===== src/dio_port_pkg.sv =====
// Constants and types for the instrument digital I/O port
package dio_port_pkg;
  localparam int NPIN = 7;
  localparam int CLK_HZ = 20_000_000;
  // Pin positions of the default functions
  localparam int PIN_CLR = 0;
  localparam int PIN_PROT = 1;
  localparam int PIN_OFFST = 2;
  localparam int PIN_TRIG = 3;
  localparam int PIN_INH = 4;
  localparam int PIN_SON = 5;
  localparam int PIN_SOFF = 6;
  // Register byte offsets
  localparam logic [7:0] ADR_MODE = 8'h00;
  localparam logic [7:0] ADR_INV = 8'h04;
  localparam logic [7:0] ADR_OVAL = 8'h08;
  localparam logic [7:0] ADR_PPER = 8'h0c;
  localparam logic [7:0] ADR_PLOW = 8'h10;
  localparam logic [7:0] ADR_PIN = 8'h14;
  localparam logic [7:0] ADR_STAT = 8'h18;
  localparam logic [7:0] ADR_MASK = 8'h1c;
  localparam logic [7:0] ADR_SUP = 8'h20;
  // Supply register fields
  localparam int SUP_ON = 0;
  localparam int SUP_PROT = 1;
  localparam int SUP_EN = 2;
  // Reset values
  localparam logic [13:0] MODE_RST = 14'h0000;
  localparam logic [6:0] INV_RST = 7'h00;
  localparam logic [6:0] OVAL_RST = 7'h00;
  // Edge detector starts at each pin's idle level: pulse pins idle high,
  // the inhibit input idles low, so no false edge follows reset
  localparam logic [6:0] LVL_RST = 7'h6f;
  // Waveform defaults: 100 Hz, 10 percent low share
  localparam int PWM_FREQ_HZ = 100;
  localparam int PWM_DUTY_PCT = 10;
  localparam int PWM_PER_CYC = CLK_HZ / PWM_FREQ_HZ;
  localparam int PWM_LOW_CYC = PWM_PER_CYC * PWM_DUTY_PCT / 100;

  typedef enum logic [1:0] {
    MODE_DEFAULT = 2'h0,
    MODE_INPUT   = 2'h1,
    MODE_STATIC  = 2'h2,
    MODE_PWM     = 2'h3
  } pin_mode_type;

  typedef struct packed {
    logic        cyc;
    logic        stb;
    logic        we;
    logic [3:0]  sel;
    logic [7:0]  adr;
    logic [31:0] dat;
  } wb_req_type;
endpackage : dio_port_pkg


===== src/instrument_digital_io_port.sv =====
// Seven-pin digital I/O port with Wishbone registers
//
// Implementation choices: the address map and the Wishbone register port.
`timescale 1ns/1ps
module instrument_digital_io_port
  import dio_port_pkg::*;
#(
  parameter int PWM_W = 24
) (
  // Clock and reset
  input  wire logic             clk_i,
  input  wire logic             rst_i,
  // Wishbone slave
  input  wire wb_req_type       wb_i,
  output logic [31:0]           wb_dat_o,
  output logic                  wb_ack_o,
  // Port pins
  input  wire logic [NPIN-1:0]  pin_i,
  output logic [NPIN-1:0]       pin_o,
  output logic [NPIN-1:0]       pin_oe_o,
  // Instrument side
  input  wire logic             prot_trip_i,
  output logic                  supply_en_o,
  output logic                  protection_state_level_o,
  output logic                  trig_o,
  output logic                  irq_o
);

  generate
    if (PWM_W < 18 || PWM_W > 32) begin : g_bad_w
      $error("PWM_W must lie between 18 and 32");
    end
  endgenerate

  localparam logic [PWM_W-1:0] PER_RST = PWM_W'(PWM_PER_CYC);
  localparam logic [PWM_W-1:0] LOW_RST = PWM_W'(PWM_LOW_CYC);

  function automatic logic [31:0] merge(input logic [31:0] o,
                                        input logic [31:0] n,
                                        input logic [3:0]  s);
    logic [31:0] r;
    r = o;
    for (int b = 0; b < 4; b++) begin
      if (s[b]) begin
        r[8*b +: 8] = n[8*b +: 8];
      end
    end
    return r;
  endfunction : merge

  function automatic pin_mode_type mode_of(input logic [13:0] m,
                                           input int          k);
    return pin_mode_type'(m[2*k +: 2]);
  endfunction : mode_of

  logic [13:0]      mode_q;
  logic [6:0]       inv_q;
  logic [6:0]       oval_q;
  logic [PWM_W-1:0] per_q;
  logic [PWM_W-1:0] low_q;
  logic [PWM_W-1:0] cnt_q;
  logic [6:0]       s1_q;
  logic [6:0]       s2_q;
  logic [6:0]       s3_q;
  logic [6:0]       lvl_q;
  logic [6:0]       stat_q;
  logic [6:0]       mask_q;
  logic             on_q;
  logic             prot_q;
  logic             ack_q;
  logic [31:0]      dat_q;
  logic             irq_q;
  logic [6:0]       pin_q;
  logic [6:0]       oe_q;
  logic             trig_q;
  logic             en_q;

  // Bus decode
  wire        req_w  = wb_i.cyc & wb_i.stb & ~ack_q;
  wire        wr_w   = req_w & wb_i.we;
  wire        rd_w   = req_w & ~wb_i.we;
  wire [7:0]  a_w    = wb_i.adr;
  wire        w_mode = wr_w && a_w == ADR_MODE;
  wire        w_inv  = wr_w && a_w == ADR_INV;
  wire        w_oval = wr_w && a_w == ADR_OVAL;
  wire        w_per  = wr_w && a_w == ADR_PPER;
  wire        w_low  = wr_w && a_w == ADR_PLOW;
  wire        w_mask = wr_w && a_w == ADR_MASK;
  wire        w_sup  = wr_w && a_w == ADR_SUP;
  wire        r_stat = rd_w && a_w == ADR_STAT;
  wire [31:0] wm_mode = merge({18'h0, mode_q}, wb_i.dat, wb_i.sel);
  wire [31:0] wm_inv  = merge({25'h0, inv_q}, wb_i.dat, wb_i.sel);
  wire [31:0] wm_oval = merge({25'h0, oval_q}, wb_i.dat, wb_i.sel);
  wire [31:0] wm_per  = merge(32'(per_q), wb_i.dat, wb_i.sel);
  wire [31:0] wm_low  = merge(32'(low_q), wb_i.dat, wb_i.sel);
  wire [31:0] wm_mask = merge({25'h0, mask_q}, wb_i.dat, wb_i.sel);
  wire        sw_on   = w_sup & wb_i.sel[0] & wb_i.dat[SUP_ON];
  wire        sw_off  = w_sup & wb_i.sel[0] & ~wb_i.dat[SUP_ON];

  // Pin sampling: a level is taken only once two stages agree
  wire [6:0] lvl_d = (s2_q & s3_q) | (lvl_q & (s2_q | s3_q));
  wire [6:0] ef_q  = lvl_q ^ inv_q;
  wire [6:0] ef_d  = lvl_d ^ inv_q;
  wire [6:0] fall_w = ef_q & ~ef_d;

  wire [6:0] dflt_w;
  wire [6:0] inp_w;
  genvar gk;
  generate
    for (gk = 0; gk < NPIN; gk++) begin : g_mode
      assign dflt_w[gk] = mode_of(mode_q, gk) == MODE_DEFAULT;
      assign inp_w[gk]  = mode_of(mode_q, gk) == MODE_INPUT;
    end
  endgenerate

  wire clr_ev = fall_w[PIN_CLR] & dflt_w[PIN_CLR];
  wire trg_ev = fall_w[PIN_TRIG] & dflt_w[PIN_TRIG];
  wire inh_w  = ef_q[PIN_INH] & dflt_w[PIN_INH];
  wire son_ev = fall_w[PIN_SON] & dflt_w[PIN_SON];
  wire soff_ev = fall_w[PIN_SOFF] & dflt_w[PIN_SOFF];

  // A new trip wins over a clearing pulse in the same cycle
  wire prot_d = prot_trip_i | (prot_q & ~clr_ev);
  wire on_d = (soff_ev | inh_w | prot_d) ? 1'b0 :
              (son_ev | sw_on)           ? 1'b1 :
              sw_off                     ? 1'b0 : on_q;

  // Shared waveform counter; low share comes first in each period
  wire [PWM_W-1:0] cnt_d = (cnt_q >= per_q - 1'b1) ?
                           '0 : cnt_q + 1'b1;
  wire pwm_w = cnt_q >= low_q;

  wire [6:0] drv_w;
  wire [6:0] den_w;
  generate
    for (gk = 0; gk < NPIN; gk++) begin : g_drv
      wire pin_mode_type m = mode_of(mode_q, gk);
      wire dval = (gk == PIN_PROT)  ? ~prot_d :
                  (gk == PIN_OFFST) ? on_d : 1'b1;
      assign drv_w[gk] =
        (m == MODE_STATIC) ? ~oval_q[gk] ^ inv_q[gk] :
        (m == MODE_PWM)    ? pwm_w ^ inv_q[gk] :
        dval ^ inv_q[gk];
      assign den_w[gk] = (m == MODE_STATIC) || (m == MODE_PWM) ||
                         (m == MODE_DEFAULT &&
                          (gk == PIN_PROT || gk == PIN_OFFST));
    end
  endgenerate

  // Falling edges seen on pins not being driven are events
  wire [6:0] ev_w   = fall_w & ~oe_q;
  wire [6:0] stat_d = (r_stat ? 7'h00 : stat_q) | ev_w;
  wire [6:0] mask_d = w_mask ? wm_mask[6:0] : mask_q;

  wire [31:0] rdat_w =
    (a_w == ADR_MODE) ? {18'h0, mode_q} :
    (a_w == ADR_INV)  ? {25'h0, inv_q} :
    (a_w == ADR_OVAL) ? {25'h0, oval_q} :
    (a_w == ADR_PPER) ? 32'(per_q) :
    (a_w == ADR_PLOW) ? 32'(low_q) :
    (a_w == ADR_PIN)  ? {25'h0, ef_q} :
    (a_w == ADR_STAT) ? {25'h0, stat_q} :
    (a_w == ADR_MASK) ? {25'h0, mask_q} :
    (a_w == ADR_SUP)  ? {29'h0, en_q, prot_q, on_q} : 32'h0;

  always_ff @(posedge clk_i) begin
    s1_q <= pin_i;
    s2_q <= s1_q;
    s3_q <= s2_q;
  end

  always_ff @(posedge clk_i) begin
    if (rst_i) begin
      mode_q <= MODE_RST;
      inv_q  <= INV_RST;
      oval_q <= OVAL_RST;
      per_q  <= PER_RST;
      low_q  <= LOW_RST;
      mask_q <= 7'h00;
    end else begin
      if (w_mode) mode_q <= wm_mode[13:0];
      if (w_inv) inv_q <= wm_inv[6:0];
      if (w_oval) oval_q <= wm_oval[6:0];
      if (w_per) per_q <= wm_per[PWM_W-1:0];
      if (w_low) low_q <= wm_low[PWM_W-1:0];
      mask_q <= mask_d;
    end
  end

  always_ff @(posedge clk_i) begin
    if (rst_i) begin
      lvl_q  <= LVL_RST;
      stat_q <= 7'h00;
      on_q   <= 1'b0;
      prot_q <= 1'b0;
      cnt_q  <= '0;
      irq_q  <= 1'b0;
      trig_q <= 1'b0;
      en_q   <= 1'b0;
    end else begin
      lvl_q  <= lvl_d;
      stat_q <= stat_d;
      on_q   <= on_d;
      prot_q <= prot_d;
      cnt_q  <= cnt_d;
      irq_q  <= |(stat_d & mask_d);
      trig_q <= trg_ev;
      en_q   <= on_d;
    end
  end

  always_ff @(posedge clk_i) begin
    if (rst_i) begin
      pin_q <= 7'h7f;
      oe_q  <= 7'h00;
      ack_q <= 1'b0;
      dat_q <= 32'h0;
    end else begin
      pin_q <= drv_w;
      oe_q  <= den_w;
      ack_q <= req_w;
      dat_q <= rd_w ? rdat_w : 32'h0;
    end
  end

  assign wb_dat_o = dat_q;
  assign wb_ack_o = ack_q;
  assign pin_o    = pin_q;
  assign pin_oe_o = oe_q;
  assign supply_en_o = en_q;
  assign protection_state_level_o = prot_q;
  assign trig_o = trig_q;
  assign irq_o  = irq_q;
endmodule : instrument_digital_io_port


===== config.mk =====
export PLATFORM = sky130hd
export DESIGN_NAME = instrument_digital_io_port
export DESIGN_NICKNAME = d
export VERILOG_FILES = /design/src/dio_port_pkg.sv /design/src/instrument_digital_io_port.sv
export SDC_FILE = /design/constraint.sdc
export NUM_CORES = 1
export LEC_CHECK = 0
export ABC_CLOCK_PERIOD_IN_PS = 5100
export BUFFER_PORTS_ARGS = -buffer_cell sky130_fd_sc_hd__buf_4
export CAP_MARGIN = 20
export CORE_MARGIN = 3
export CORE_UTILIZATION = 40
export CTS_BUF_LIST = sky130_fd_sc_hd__clkbuf_4 sky130_fd_sc_hd__clkbuf_8
export CTS_CLUSTER_DIAMETER = 30
export CTS_CLUSTER_SIZE = 28
export DETAILED_ROUTE_END_ITERATION = 10
export SYNTH_ARGS = -nofsm -noshare
export SYNTH_HDL_FRONTEND = slang
export SYNTH_SLANG_ARGS = --single-unit

===== constraint.sdc =====
create_clock -name clk_i -period 5.1 [get_ports clk_i]
set_input_delay 0.255 -clock clk_i [delete_from_list [all_inputs] [get_ports clk_i]]
set_output_delay 0.255 -clock clk_i [all_outputs]
set_load 0.005 [all_outputs]

# Yosys cells after proc, flatten, opt, wreduce, memory -nomap -nowiden

Cells that the tools add are included.

Register bits after elaboration: 193
Input port bits: 57

Add/subtract/negate cells: 2
$lt $le $gt $ge: 2
Eq/ne operators: 22
Multiplexer cells: 29
Bitwise logic cells: 63
Reductions and logical operators: 40

Operators with widths:

| cell                                                                  | number |
|---|---|
| 24-bit >= comparator                                                  | 2 |
| 24-bit two-way mux                                                    | 2 |
| 14-bit two-way mux                                                    | 3 |
| 7-bit two-way mux                                                     | 6 |
| 7-bit AND                                                             | 5 |
| 8-bit by 5-bit == test with 1-bit output (second input constant)      | 4 |
| 2-bit == test (second input constant)                                 | 14 |
| 24-bit by 1-bit adder with 24-bit output (second input constant)      | 1 |
| 24-bit by 1-bit subtractor with 24-bit output (second input constant) | 1 |
| 7-bit bitwise OR                                                      | 3 |
| 2-bit AND reduction                                                   | 10 |
| 1-bit inverter                                                        | 18 |
| 1-bit two-way mux                                                     | 17 |
| 8-bit by 4-bit == test with 1-bit output (second input constant)      | 2 |
| 1-bit bitwise XOR                                                     | 16 |
| 2-bit logical NOT                                                     | 7 |
| 7-bit inverter                                                        | 2 |
| 7-bit bitwise XOR                                                     | 2 |
| 1-bit AND                                                             | 13 |
| 10-bit OR reduction                                                   | 1 |
| 1-bit logical OR                                                      | 9 |
| 8-bit by 3-bit == test with 1-bit output (second input constant)      | 1 |
| 8-bit by 6-bit == test with 1-bit output (second input constant)      | 1 |
| 1-bit logical AND                                                     | 8 |
| other kinds (6)                                                       | 10 |

# Longest topological paths before layout

Gate-level depths: netlist of run 1.

Depth in word-level cells: 15
Mapped depth: 14
Mapped depth without buffers: 13

# Worst setup path after synthesis of run 1

No wires, ideal clock.

Path kind: register to register
Start point: register per_q[7]
End point: register cnt_q[2]
Setup time: 0.136 ns
Arrival time: 3.271 ns
Required time: 4.964 ns
Setup slack: 1.693 ns
Cell stages (with the launch flop): 13
Clock period less this slack: 3.407 ns
Cells stage by stage: dfxtp_1 > nor4_1 > nand4b_1 > or4_4 > or4_1 > nor2_1 > xnor2_1 > ha_1 > nand4_1 > or3_1 > a21oi_1 > clkbuf_1 > nor3_1

Longest elaborated chain between the ends: 3

RTL lines:

| what                                          | RTL line                          | source |
|---|---|---|
| start, declared                               | instrument_digital_io_port.sv:59  | `logic [PWM_W-1:0] per_q;` |
| start signal, assigned                        | instrument_digital_io_port.sv:184 | `if (w_per) per_q <= wm_per[PWM_W-1:0];` |
| 24-bit by 1-bit subtractor with 24-bit output | instrument_digital_io_port.sv:129 | `wire [PWM_W-1:0] cnt_d = (cnt_q >= per_q - 1'b1) ?` |
| 24-bit >= comparator                          | instrument_digital_io_port.sv:129 |  |
| 2-bit OR reduction (no source line)           | --                                |  |
| end signal, assigned                          | instrument_digital_io_port.sv:205 | `cnt_q <= cnt_d;` |
| end, declared                                 | instrument_digital_io_port.sv:61  | `logic [PWM_W-1:0] cnt_q;` |

Every way passes these cells.
A chain may end at the register's enable or synchronous reset.

# Final worst setup path of run 1

Start point: register per_q[2]
End point: register cnt_q[1]

The elaborated chain is that of the path after synthesis.

==> out/qor.yml, run 1 <==
crit_path_max_fanout: 24
die_h_um: 157.2
crit_end: "cnt_q[1]$_SDFF_PP0_"
hold_path_class: "input port to register"
htree_levels: 4
ir_worst_vdd_v: 0.0001761
grt-ovfl-total: 0
antenna_found_initial: 0
core_um2: 22160
grt_max_degree: 62
period_needed_ns: 3.618
ios: 108
cp-startpoint: "per_q[2]$_SDFFE_PP0P_"
wl_per_cell_um: 18.57
power.density_nw_per_um2: 260.6
post_cts_buffers: 0
rr_startpoint: "per_q[2]$_SDFFE_PP0P_"
worst-setup-path-type: "register to register"
drt-initial-drc-count: 524
rows: 54
numCtsBuffers: 17
hold_violations: 0
ys_warn_count: 0
syn_inst: 1036
startpoint_type: "register"
arrival_ns: 3.96
routed_via_density: 5.521
clkSinkCount: 185
max_freq_mhz: 276.4
cts_tree: "yes"
p_leak_uw: 0.003912
wl_met3_um: 1708
start_util_pct: 41.28
min_period_over_period_pct: 70.93
top_layer: "met4"
synth-main-ff-cell: "dfxtp_1"
synth-async-reset-ratio_pct: 0
r2r_end: "cnt_q[1]$_SDFF_PP0_"
fp.dieW_um: 157.2
drc: 0
root_buffer: "clkbuf_8"
vias: 7746
m1WireLength_um: 12520
outcome: "finished, final reports clean"
ys_seq_elements: 185
max_cap_violations: 0
fin_tns_setup_ns: 0
slew_violations: 0
avgSynthCellArea_um2: 8.831
clk_path_buf_depth: 2
syn_to_final_growth_pct: 14.99
diodes: 0
synth_top_cell_by_area: "dfxtp_1"
cts.hold.buffers_added: 10
drive_above_1_share_pct: 13.09
layout_common_cells: "dfxtp_1 (185), nor2_1 (132), buf_4 (96)"
die_area_um2: 24720
postPlaceCellArea_um2: 9981
grt_setup_unrepaired: "no"
utilization_pct: 47.47
ys_seq_area_share_pct: 40.48
grt_pass1_vias: 7156
r2r_cells: 12
syn_area_um2: 9149
post_cts_resized: 0
synth_top_area_share_pct: 40.48
layout_commonest_cell: "dfxtp_1"
clock_skew_ns: 0.01555
reg2reg_slack_ns: 1.48
port_buffers: 90
slew_headroom_pct: 27.05
tightest_slew_ns: 1.094
setup_violations: 0
wl_um: 26050
end_kind: "register"
place.gp.congestion: 0.9188
synth_area_leaders: "dfxtp_1 (40%), mux2i_1 (7.2%), ha_1 (6.8%), nor2_1 (5.4%), a21oi_1 (4.1%)"
required_ns: 5.44
grt_pass1_wl_um: 40630
fin_nets: 1218
grt_usage_pct: 21.23
clk_latency_ns: 0.47
yosysUniqueCellTypes: 70
fin_area_um2: 10520
drtPass1Iterations: 5
wl_met2_um: 11390
dpl.hpwl_um: 18970
path_clk_slew_ns: 0.11
synth_edf_count: 0
antenna_left: 0
[how the worst min path moves through the flow]
stage,startpoint,end,slack (ns),cells after the start
5_1_grt,wb_i[18],low_q[18]$_SDFFE_PP0P_,0.009,3
3_5_place_dp,s1_q[1]$_DFF_P_,s2_q[1]$_DFF_P_,0.31,0
4_1_cts,wb_i[20],per_q[20]$_SDFFE_PP0P_,0.001,3
3_3_place_gp,s1_q[3]$_DFF_P_,s2_q[3]$_DFF_P_,0.31,0
6_report,wb_i[23],per_q[23]$_SDFFE_PP0P_,0.02,3
2_1_floorplan,pin_i[0],s1_q[0]$_DFF_P_,0.28,0
[logic make-up after synthesis]
logic type,share of synthesized area (%)
adder cells (fa/ha/maj),6.838
buffers and inverters,4.787
other,0.04099
multiplexers,7.221
flip-flops,40.48
XOR/XNOR,4.882
AO/OA/AOI/OAI,14.55
AND/OR/NAND/NOR,21.20
[state kept, by name, indices dropped and copies added, names as in the netlist]
signal,flops
cnt_q,24
low_q,24
per_q,24
wb_dat_o,24
mode_q,14
inv_q,7
lvl_q,7
mask_q,7
oval_q,7
pin_o,7
pin_oe_o,7
s1_q,7
s2_q,7
s3_q,7
stat_q,7
irq_o,1
on_q,1
protection_state_level_o,1
trig_o,1
wb_ack_o,1
[report_power, final]
part           internal, µW  leakage [µW]  switching, µW
Clock                   513      0.000219            581
Combinational          66.5       0.00219           98.6
Sequential             1470       0.00150           16.8
[Yosys cell counts (3+ instances only)]
master / count
dfxtp_1: 185
nor2_1: 132
a21oi_1: 75
mux2i_1: 66
nand2_1: 60
ha_1: 50
inv_1: 46
nor3_1: 44
clkbuf_1: 38
xnor2_1: 34
o21ai_0: 29
a22oi_1: 23
nand3_1: 18
nand4_1: 17
xor2_1: 17
nor4_1: 14
a22o_1: 10
nor2b_1: 10
a211oi_1: 9
buf_4: 9
and3_1: 8
nand2b_1: 8
a21o_1: 7
nand4b_1: 7
o211ai_1: 7
or3_1: 7
a31oi_1: 6
nor3b_1: 6
o22ai_1: 6
and2_1: 5
buf_1: 5
buf_2: 5
nor2_4: 5
and4_1: 4
and4b_1: 4
o311a_1: 4
o41ai_1: 4
a311oi_1: 3
nor2_2: 3
nor3_4: 3
nor4b_1: 3
nor4bb_1: 3
or4_1: 3
or4_4: 3
[worst max-delay path, stage by stage (launching register included)]
cell	delay (ns)
dfxtp_1	0.39
nor3_1	0.40
nand4b_1	0.25
or4_4	0.50
or4_1	0.46
nor2_1	0.14
xnor2_1	0.09
ha_1	0.31
nand4_1	0.11
or3_1	0.34
a21oi_1	0.13
buf_4	0.29
nor3b_1	0.10
[metrics by stage]
stage | total power, µW | hold slack [ns] | instances | setup WS (ns)
floorplan | 1598 | 0.2827 | 1043 | 1.693
global placement | 1671 | 0.3098 | 1361 | 1.543
detailed placement | 1671 | 0.3121 | 1361 | 1.483
CTS | 2761 | 0.001440 | 1402 | 1.473
global route | 2832 | 0.009103 | 1403 | 1.286
finish | 2741 | 0.02317 | 1403 | 1.482
[final cells by class]
class / instances / area, µm²
Timing Repair Buffer: 107 / 830.8
Tap cell: 280 / 350.3
Multi-Input combinational cell: 754 / 5034
Fill cell: 2181 / 11640
Sequential cell: 185 / 3704
Inverter: 46 / 172.7
Clock buffer: 18 / 247.7
Clock inverter: 13 / 181.4
[per-layer routing]
metal,vias up,global-route usage [%]
met5,-,0
met4,0,5.992
met3,27,3.932
met2,230,32.26
met1,3643,30.86
li1,3846,-
Power figures use the tool's default switching activity.
==> run 2: changes to the inputs <==
--- a/config.mk
+++ b/config.mk
@@ -5,7 +5,7 @@
 export SDC_FILE = /design/constraint.sdc
 export NUM_CORES = 1
 export LEC_CHECK = 0
-export ABC_CLOCK_PERIOD_IN_PS = 5100
+export ABC_CLOCK_PERIOD_IN_PS = 3100
 export BUFFER_PORTS_ARGS = -buffer_cell sky130_fd_sc_hd__buf_4
 export CAP_MARGIN = 20
 export CORE_MARGIN = 3
==> constraint.sdc (replaced) <==
create_clock -name clk_i -period 3.1 [get_ports clk_i]
set_input_delay 0.155 -clock clk_i [delete_from_list [all_inputs] [get_ports clk_i]]
set_output_delay 0.155 -clock clk_i [all_outputs]
set_load 0.005 [all_outputs]
==> run 2 against run 1 <==
Against the previous run: the run now ends with negative setup slack left; non-clock buffer count increased by 57; setup slack got worse by 1.6 ns; first-iteration DRC count increased by 15%; final cell count increased by 4.1%; clock-buffer cell count increased by 2; critical path depth unchanged; utilization increased by 2.8 points; register-to-register slack got worse by 1.6 ns; sequential share of layout area decreased by 2.0 points; worst hold slack improved by 0.00092 ns; cell area increased by 6.0%; total power increased by 64%; largest cell class unchanged; largest power group unchanged.
==> out/qor.yml, run 2 (synthesis gave the netlist of run 1 again) <==
wl_um: 27330  # was 26050 µm
grt_max_degree: 73  # was 62
period_needed_ns: 3.186  # was 3.618 ns
path_clk_slew_ns: 0.09  # was 0.11 ns
grt-ovfl-total: 0  # unchanged
internal_power_uw: 3352  # was 2045 µW
seq_power_share_pct: 54.2  # was 54.1%
clk_latency_ns: 0.48  # was 0.47 ns
outcome: "complete, but fails checks"  # was finished, final reports clean
startpoint_type: "register"  # unchanged
fp.dieW_um: 157.2  # unchanged
min_path_cells: 3  # unchanged
max_freq_mhz: 313.9  # was 276.4 MHz
clock_skew_ns: 0.01817  # was 0.01555 ns
ios: 108  # unchanged
antenna_found_initial: 0  # unchanged
htree_levels: 4  # unchanged
setup_violations: 24  # was 0
layout_common_cells: "dfxtp_1 (183), buf_4 (133), nor2_1 (129)"  # was dfxtp_1 (185), nor2_1 (132), buf_4 (96)
min_from: "wb_i[6]"  # was wb_i[23]
drtPass1Iterations: 6  # was 5
wl_met2_um: 12070  # was 11390 µm
die_h_um: 157.2  # unchanged
clkSinkCount: 185  # unchanged
crit_path_max_fanout: 24  # unchanged
seqCellArea_um2: 3706  # was 3704 µm²
wl_met3_um: 2210  # was 1708 µm
multi_input_area_um2: 5164  # was 5034 µm²
routed_via_density: 5.554  # was 5.521
fin_cells: 1461  # was 1403
grt_pass1_wl_um: 41770  # was 40630 µm
setup_slack_ns: -0.08565  # was 1.482 ns
fin_nets: 1275  # was 1218
cts_tree: "yes"  # unchanged
grt_pass1_vias: 7458  # was 7156
worst-setup-path-type: "register to register"  # unchanged
reg2reg_slack_ns: -0.09  # was 1.48 ns
syn_to_final_growth_pct: 21.85  # was 14.99%
place.gp.congestion: 0.9107  # was 0.9188
violations: "negative setup slack"
r2r_end: "cnt_q[2]$_SDFF_PP0_"  # was cnt_q[1]$_SDFF_PP0_
m1WireLength_um: 12430  # was 12520 µm
power.density_nw_per_um2: 403.2  # was 260.6 nW/µm²
rows: 54  # unchanged
rr_startpoint: "per_q[6]$_SDFFE_PP1P_"  # was per_q[2]$_SDFFE_PP0P_
arrival_ns: 3.54  # was 3.96 ns
port_buffers: 90  # unchanged
diodes: 0  # unchanged
slew_violations: 0  # unchanged
switching_share_pct: 25.41  # was 25.39%
switchingPower_uw: 1142  # was 696.1 µW
wl_per_cell_um: 18.70  # was 18.57 µm
max_cap_violations: 0  # unchanged
pre_cts_slack_ns: -0.08671  # was 1.483 ns
drt-initial-drc-count: 602  # was 524
min_period_over_period_pct: 102.8  # was 70.93%
dpl.hpwl_um: 19890  # was 18970 µm
grt_setup_unrepaired: "yes"  # was no
core_um2: 22160  # unchanged
start_util_pct: 41.28  # unchanged
hold_path_end: "per_q[6]$_SDFFE_PP1P_"  # was per_q[23]$_SDFFE_PP0P_
tightest_slew_ns: 0.7567  # was 1.094 ns
ir_worst_vdd_v: 0.0002950  # was 0.0001761 V
die_area_um2: 24720  # unchanged
r2r_cells: 12  # unchanged
end_kind: "register"  # unchanged
p_leak_uw: 0.004220  # was 0.003912 µW
required_ns: 3.46  # was 5.44 ns
clock_power_share_pct: 39.0  # was 39.9%
numCtsBuffers: 17  # unchanged
dp.cells: 1400  # was 1361
top_layer: "met4"  # unchanged
clk_path_buf_depth: 2  # unchanged
vias: 8115  # was 7746
slew_headroom_pct: 49.55  # was 27.05%
hold_path_class: "input port to register"  # unchanged
drc: 0  # unchanged
p_comb_share_pct: 6.7  # was 6.0%
hold_violations: 0  # unchanged
antenna_left: 0  # unchanged
drive_above_1_share_pct: 18.04  # was 13.09%
layout_commonest_cell: "dfxtp_1"  # unchanged
root_buffer: "clkbuf_8"  # unchanged
grt_usage_pct: 21.75  # was 21.23%
n_fill_cell: 2136  # was 2181
[run 2: changes by cell type in the layout (fill, tap and decap cells not counted), moves of 3 or more]
| cell | change |
|---|---|
| buf_4 | +37 |
| buf_6 | +3 |
| dlygate4sd3_1 | +16 |
| nor2_1 | -3 |
| nor2_2 | +3 |
| nor3_1 | -9 |
| nor3_2 | +9 |
| nor4_1 | -3 |
[run 2: stage by stage]
step | instance area [µm²] | setup TNS [ns] | util, % | hold WS [ns] | total power [µW]
floorplan | 9231 | -0.05901 | - | 0.1827 | 2629
global placement | 10320 | -1.338 | 46.57 | 0.2603 | 2754
detailed placement | 10320 | -1.873 | 46.57 | 0.2606 | 2757
CTS | 11040 | -1.439 | 49.80 | 0.00001804 | 4533
global route | 11150 | -4.723 | 50.30 | 0.004616 | 4653
finish | 11150 | -1.647 | 50.30 | 0.02409 | 4494
[run 2: repair_timing]
action	CTS	global route
resized for setup	2	24
gates cloned	0	2
hold endpoints to repair	53	0
setup buffers	0	0
hold buffers	27	0
setup endpoints to repair	24	24
pin swaps	0	2
[run 2: final cells by class]
type | count | area share [%]
clock inverter | 12 | 1.414
inverter | 46 | 1.549
sequential | 185 | 33.24
timing repair buffer | 164 | 11.86
multi-input combinational | 754 | 46.32
clock buffer | 20 | 2.469
tap | 280 | 3.143
[run 2: power by group through the flow]
stage | Clock, µW | Combinational [µW] | Sequential, µW
CTS | 1800 | 293 | 2440
finish | 1750 | 303 | 2440
global route | 1880 | 329 | 2440
global placement | 0 | 263 | 2490
floorplan | 0 | 143 | 2490
detailed placement | 0 | 265 | 2490
[run 2: worst max path at each step]
| stage | start | to |
|---|---|---|
| after CTS | per_q[9]$_SDFFE_PP0P_ | cnt_q[4]$_SDFF_PP0_ |
| after global routing | per_q[6]$_SDFFE_PP1P_ | cnt_q[4]$_SDFF_PP0_ |
| final | per_q[6]$_SDFFE_PP1P_ | cnt_q[2]$_SDFF_PP0_ |
| after floorplan | per_q[6]$_SDFFE_PP1P_ | cnt_q[15]$_SDFF_PP0_ |
| after detailed placement | per_q[9]$_SDFFE_PP0P_ | cnt_q[4]$_SDFF_PP0_ |
| after global placement | per_q[9]$_SDFFE_PP0P_ | cnt_q[1]$_SDFF_PP0_ |
[run 2: per-layer routing]
| metal | vias to the layer above | GRT usage (%) |
|---|---|---|
| li1 | 3942 | - |
| met1 | 3855 | 30.32 |
| met2 | 278 | 33.26 |
| met3 | 40 | 5.746 |
| met4 | 0 | 6.281 |
| met5 | - | 0 |
[run 2: critical path, cell delays in order, from the launching register on]
cell and delay [ns]:
dfxtp_2 0.35, nor4_4 0.29, nand4b_1 0.16, or4_4 0.46, or4_4 0.46, nor2_2 0.11, xnor2_1 0.07, ha_1 0.29
nand4_1 0.12, or3_4 0.37, a21oi_4 0.14, buf_12 0.19, nor3_1 0.06
==> run 3: changes to the inputs <==
--- a/config.mk
+++ b/config.mk
@@ -14,6 +14,7 @@
 export CTS_CLUSTER_DIAMETER = 30
 export CTS_CLUSTER_SIZE = 28
 export DETAILED_ROUTE_END_ITERATION = 10
+export PLACE_DENSITY_LB_ADDON = 0.3
 export SYNTH_ARGS = -nofsm -noshare
 export SYNTH_HDL_FRONTEND = slang
 export SYNTH_SLANG_ARGS = --single-unit
==> run 3 against run 2 <==
Against the previous run: the flow still finishes with violations (negative setup slack); first-iteration DRC count increased by 16%; sequential power about the same; sequential share of layout area increased by 0.48 points; clock skew decreased by 0.0040 ns; wire length decreased by 3.0%; total power decreased by 3.0%; largest power group unchanged; highest routed layer unchanged.
==> out/qor.yml, run 3 (synthesis gave the netlist of run 1 again) <==
outcome: "complete, but fails checks"  # unchanged
violations: "negative setup slack"  # unchanged
path_cells: "nor4_4 -> nand4b_1 -> or4_4 -> or4_4 -> nor2_4 -> xnor2_1 -> ha_1 -> nand4_1 -> or3_4 -> a21oi_4 -> buf_12 -> nor3_1"  # was nor4_4 -> nand4b_1 -> or4_4 -> or4_4 -> nor2_2 -> xnor2_1 -> ha_1 -> nand4_1 -> or3_4 -> a21oi_4 -> buf_12 -> nor3_1
path_buf_inv: 1  # unchanged
utilization_pct: 49.58  # was 50.30%
core_um2: 22160  # unchanged
fin_tns_setup_ns: -1.209  # was -1.647 ns
antenna_found_initial: 0  # unchanged
routed_via_density: 5.547  # was 5.554
cp-startpoint: "per_q[9]$_SDFFE_PP0P_"  # was per_q[6]$_SDFFE_PP1P_
clk_path_buf_depth: 2  # unchanged
required_ns: 3.46  # about the same
drive_above_1_share_pct: 16.77  # was 18.04%
diodes: 0  # unchanged
max_freq_mhz: 315.7  # was 313.9 MHz
clock_skew_ns: 0.01416  # was 0.01817 ns
fin_area_um2: 10990  # was 11150 µm²
dpl.hpwl_um: 19660  # was 19890 µm
drt-initial-drc-count: 699  # was 602
wl_per_cell_um: 18.22  # was 18.70 µm
die_h_um: 157.2  # unchanged
end_kind: "register"  # unchanged
grt_setup_unrepaired: "yes"  # unchanged
start_util_pct: 41.28  # unchanged
drtPass1Iterations: 5  # was 6
root_buffer: "clkbuf_8"  # unchanged
slew_headroom_pct: 55.50  # was 49.55%
max_cap_violations: 0  # unchanged
syn_to_final_growth_pct: 20.09  # was 21.85%
clk_latency_ns: 0.47  # was 0.48 ns
tightest_slew_ns: 0.6676  # was 0.7567 ns
crit_path_max_fanout: 24  # unchanged
path_delay_family: "simple AND/OR/NAND/NOR gates"  # unchanged
htree_levels: 4  # unchanged
period_needed_ns: 3.168  # was 3.186 ns
reg2reg_slack_ns: -0.07  # was -0.09 ns
grt-ovfl-total: 0  # unchanged
p_leak_uw: 0.004148  # was 0.004220 µW
fin_nets: 1269  # was 1275
setup_violations: 24  # unchanged
min_from: "wb_i[5]"  # was wb_i[6]
place.gp.congestion: 0.9055  # was 0.9107
layout_commonest_cell: "dfxtp_1"  # unchanged
numCtsBuffers: 17  # unchanged
rows: 54  # unchanged
fp.dieW_um: 157.2  # unchanged
n_fill_cell: 2132  # was 2136
vias: 8071  # was 8115
arrival_ns: 3.53  # was 3.54 ns
grt_pass1_vias: 7552  # was 7458
grt_usage_pct: 21.61  # was 21.75%
setup_slack_ns: -0.06768  # was -0.08565 ns
antenna_left: 0  # unchanged
worst-setup-path-type: "register to register"  # unchanged
dp.cells: 1395  # was 1400
path_clk_slew_ns: 0.10  # was 0.09 ns
ir_worst_vdd_v: 0.0002564  # was 0.0002950 V
finalPower_uw: 4357  # was 4494 µW
cts_tree: "yes"  # unchanged
grt_max_degree: 64  # was 73
path_common_cell: "or4_4"  # unchanged
layout_common_cells: "dfxtp_1 (184), buf_4 (131), nor2_1 (130)"  # was dfxtp_1 (183), buf_4 (133), nor2_1 (129)
rr_startpoint: "per_q[9]$_SDFFE_PP0P_"  # was per_q[6]$_SDFFE_PP1P_
startpoint_type: "register"  # unchanged
hold_violations: 0  # unchanged
drc: 0  # unchanged
slew_violations: 0  # unchanged
min_period_over_period_pct: 102.2  # was 102.8%
postPlaceCellArea_um2: 10280  # was 10320 µm²
die_area_um2: 24720  # unchanged
wl_um: 26510  # was 27330 µm
clkSinkCount: 185  # unchanged
fin_cells: 1455  # was 1461
hold_path_class: "input port to register"  # unchanged
ios: 108  # unchanged
port_buffers: 90  # unchanged
cp_slowest_cell: "or4_4"  # unchanged
power.density_nw_per_um2: 396.6  # was 403.2 nW/µm²
critPathMaxStageDelay_ns: 0.47  # was 0.46 ns
grt_pass1_wl_um: 41550  # was 41770 µm
[run 3: final timing paths]
path	endpoint	cells after the start
hold reg to reg	s2_q[0]$_DFF_P_	0
hold / removal	inv_q[5]$_SDFFE_PP0P_	3
setup / recovery	cnt_q[2]$_SDFF_PP0_	12
setup reg to reg	cnt_q[2]$_SDFF_PP0_	12
[run 3: worst min-delay path: cells and delay by family]
family                 cells  cell delay, ns
buffers and inverters      1            0.16
multiplexers               1            0.09
AND/OR/NAND/NOR            1            0.07
[run 3: routing by layer]
layer | up-vias | track usage (%) | routed length (µm)
li1 | 3941 | - | -
met1 | 3821 | 30.94 | 12490
met2 | 275 | 32.67 | 11570
met3 | 34 | 4.784 | 1918
met4 | 0 | 6.446 | 526
met5 | - | 0 | 0
[run 3: repair_timing]
action,CTS,global route
hold endpoints to repair,49,0
gates resized for setup,3,5
setup buffers,1,1
endpoints found under the setup margin,24,24
hold buffers,26,0
[run 3: report_power, final]
part | leakage [µW] | switching, µW | internal (µW) | total [µW]
logic | 0.00244 | 170 | 127 | 297
clock network | 0.000201 | 913 | 711 | 1620
registers | 0.00150 | 26.6 | 2410 | 2440
[run 3: cell type report]
cell class              instances  area, µm²  area share [%]
inverters                      46      172.7           1.572
multi-input cells             754       5111           46.52
clock inverters                11      107.6          0.9794
clock buffers                  21      276.5           2.517
repair buffers                158       1264           11.50
well taps                     280      350.3           3.189
flip-flops and latches        185       3705           33.72
[run 3: per-stage QoR]
step	hold WS, ns	worst slack, ns
2_1_floorplan	0.1827	-0.007378
3_3_place_gp	0.2598	-0.02774
3_5_place_dp	0.2608	-0.05745
4_1_cts	0.009295	-0.05657
5_1_grt	0.01281	-0.2315
6_report	0.03305	-0.06768
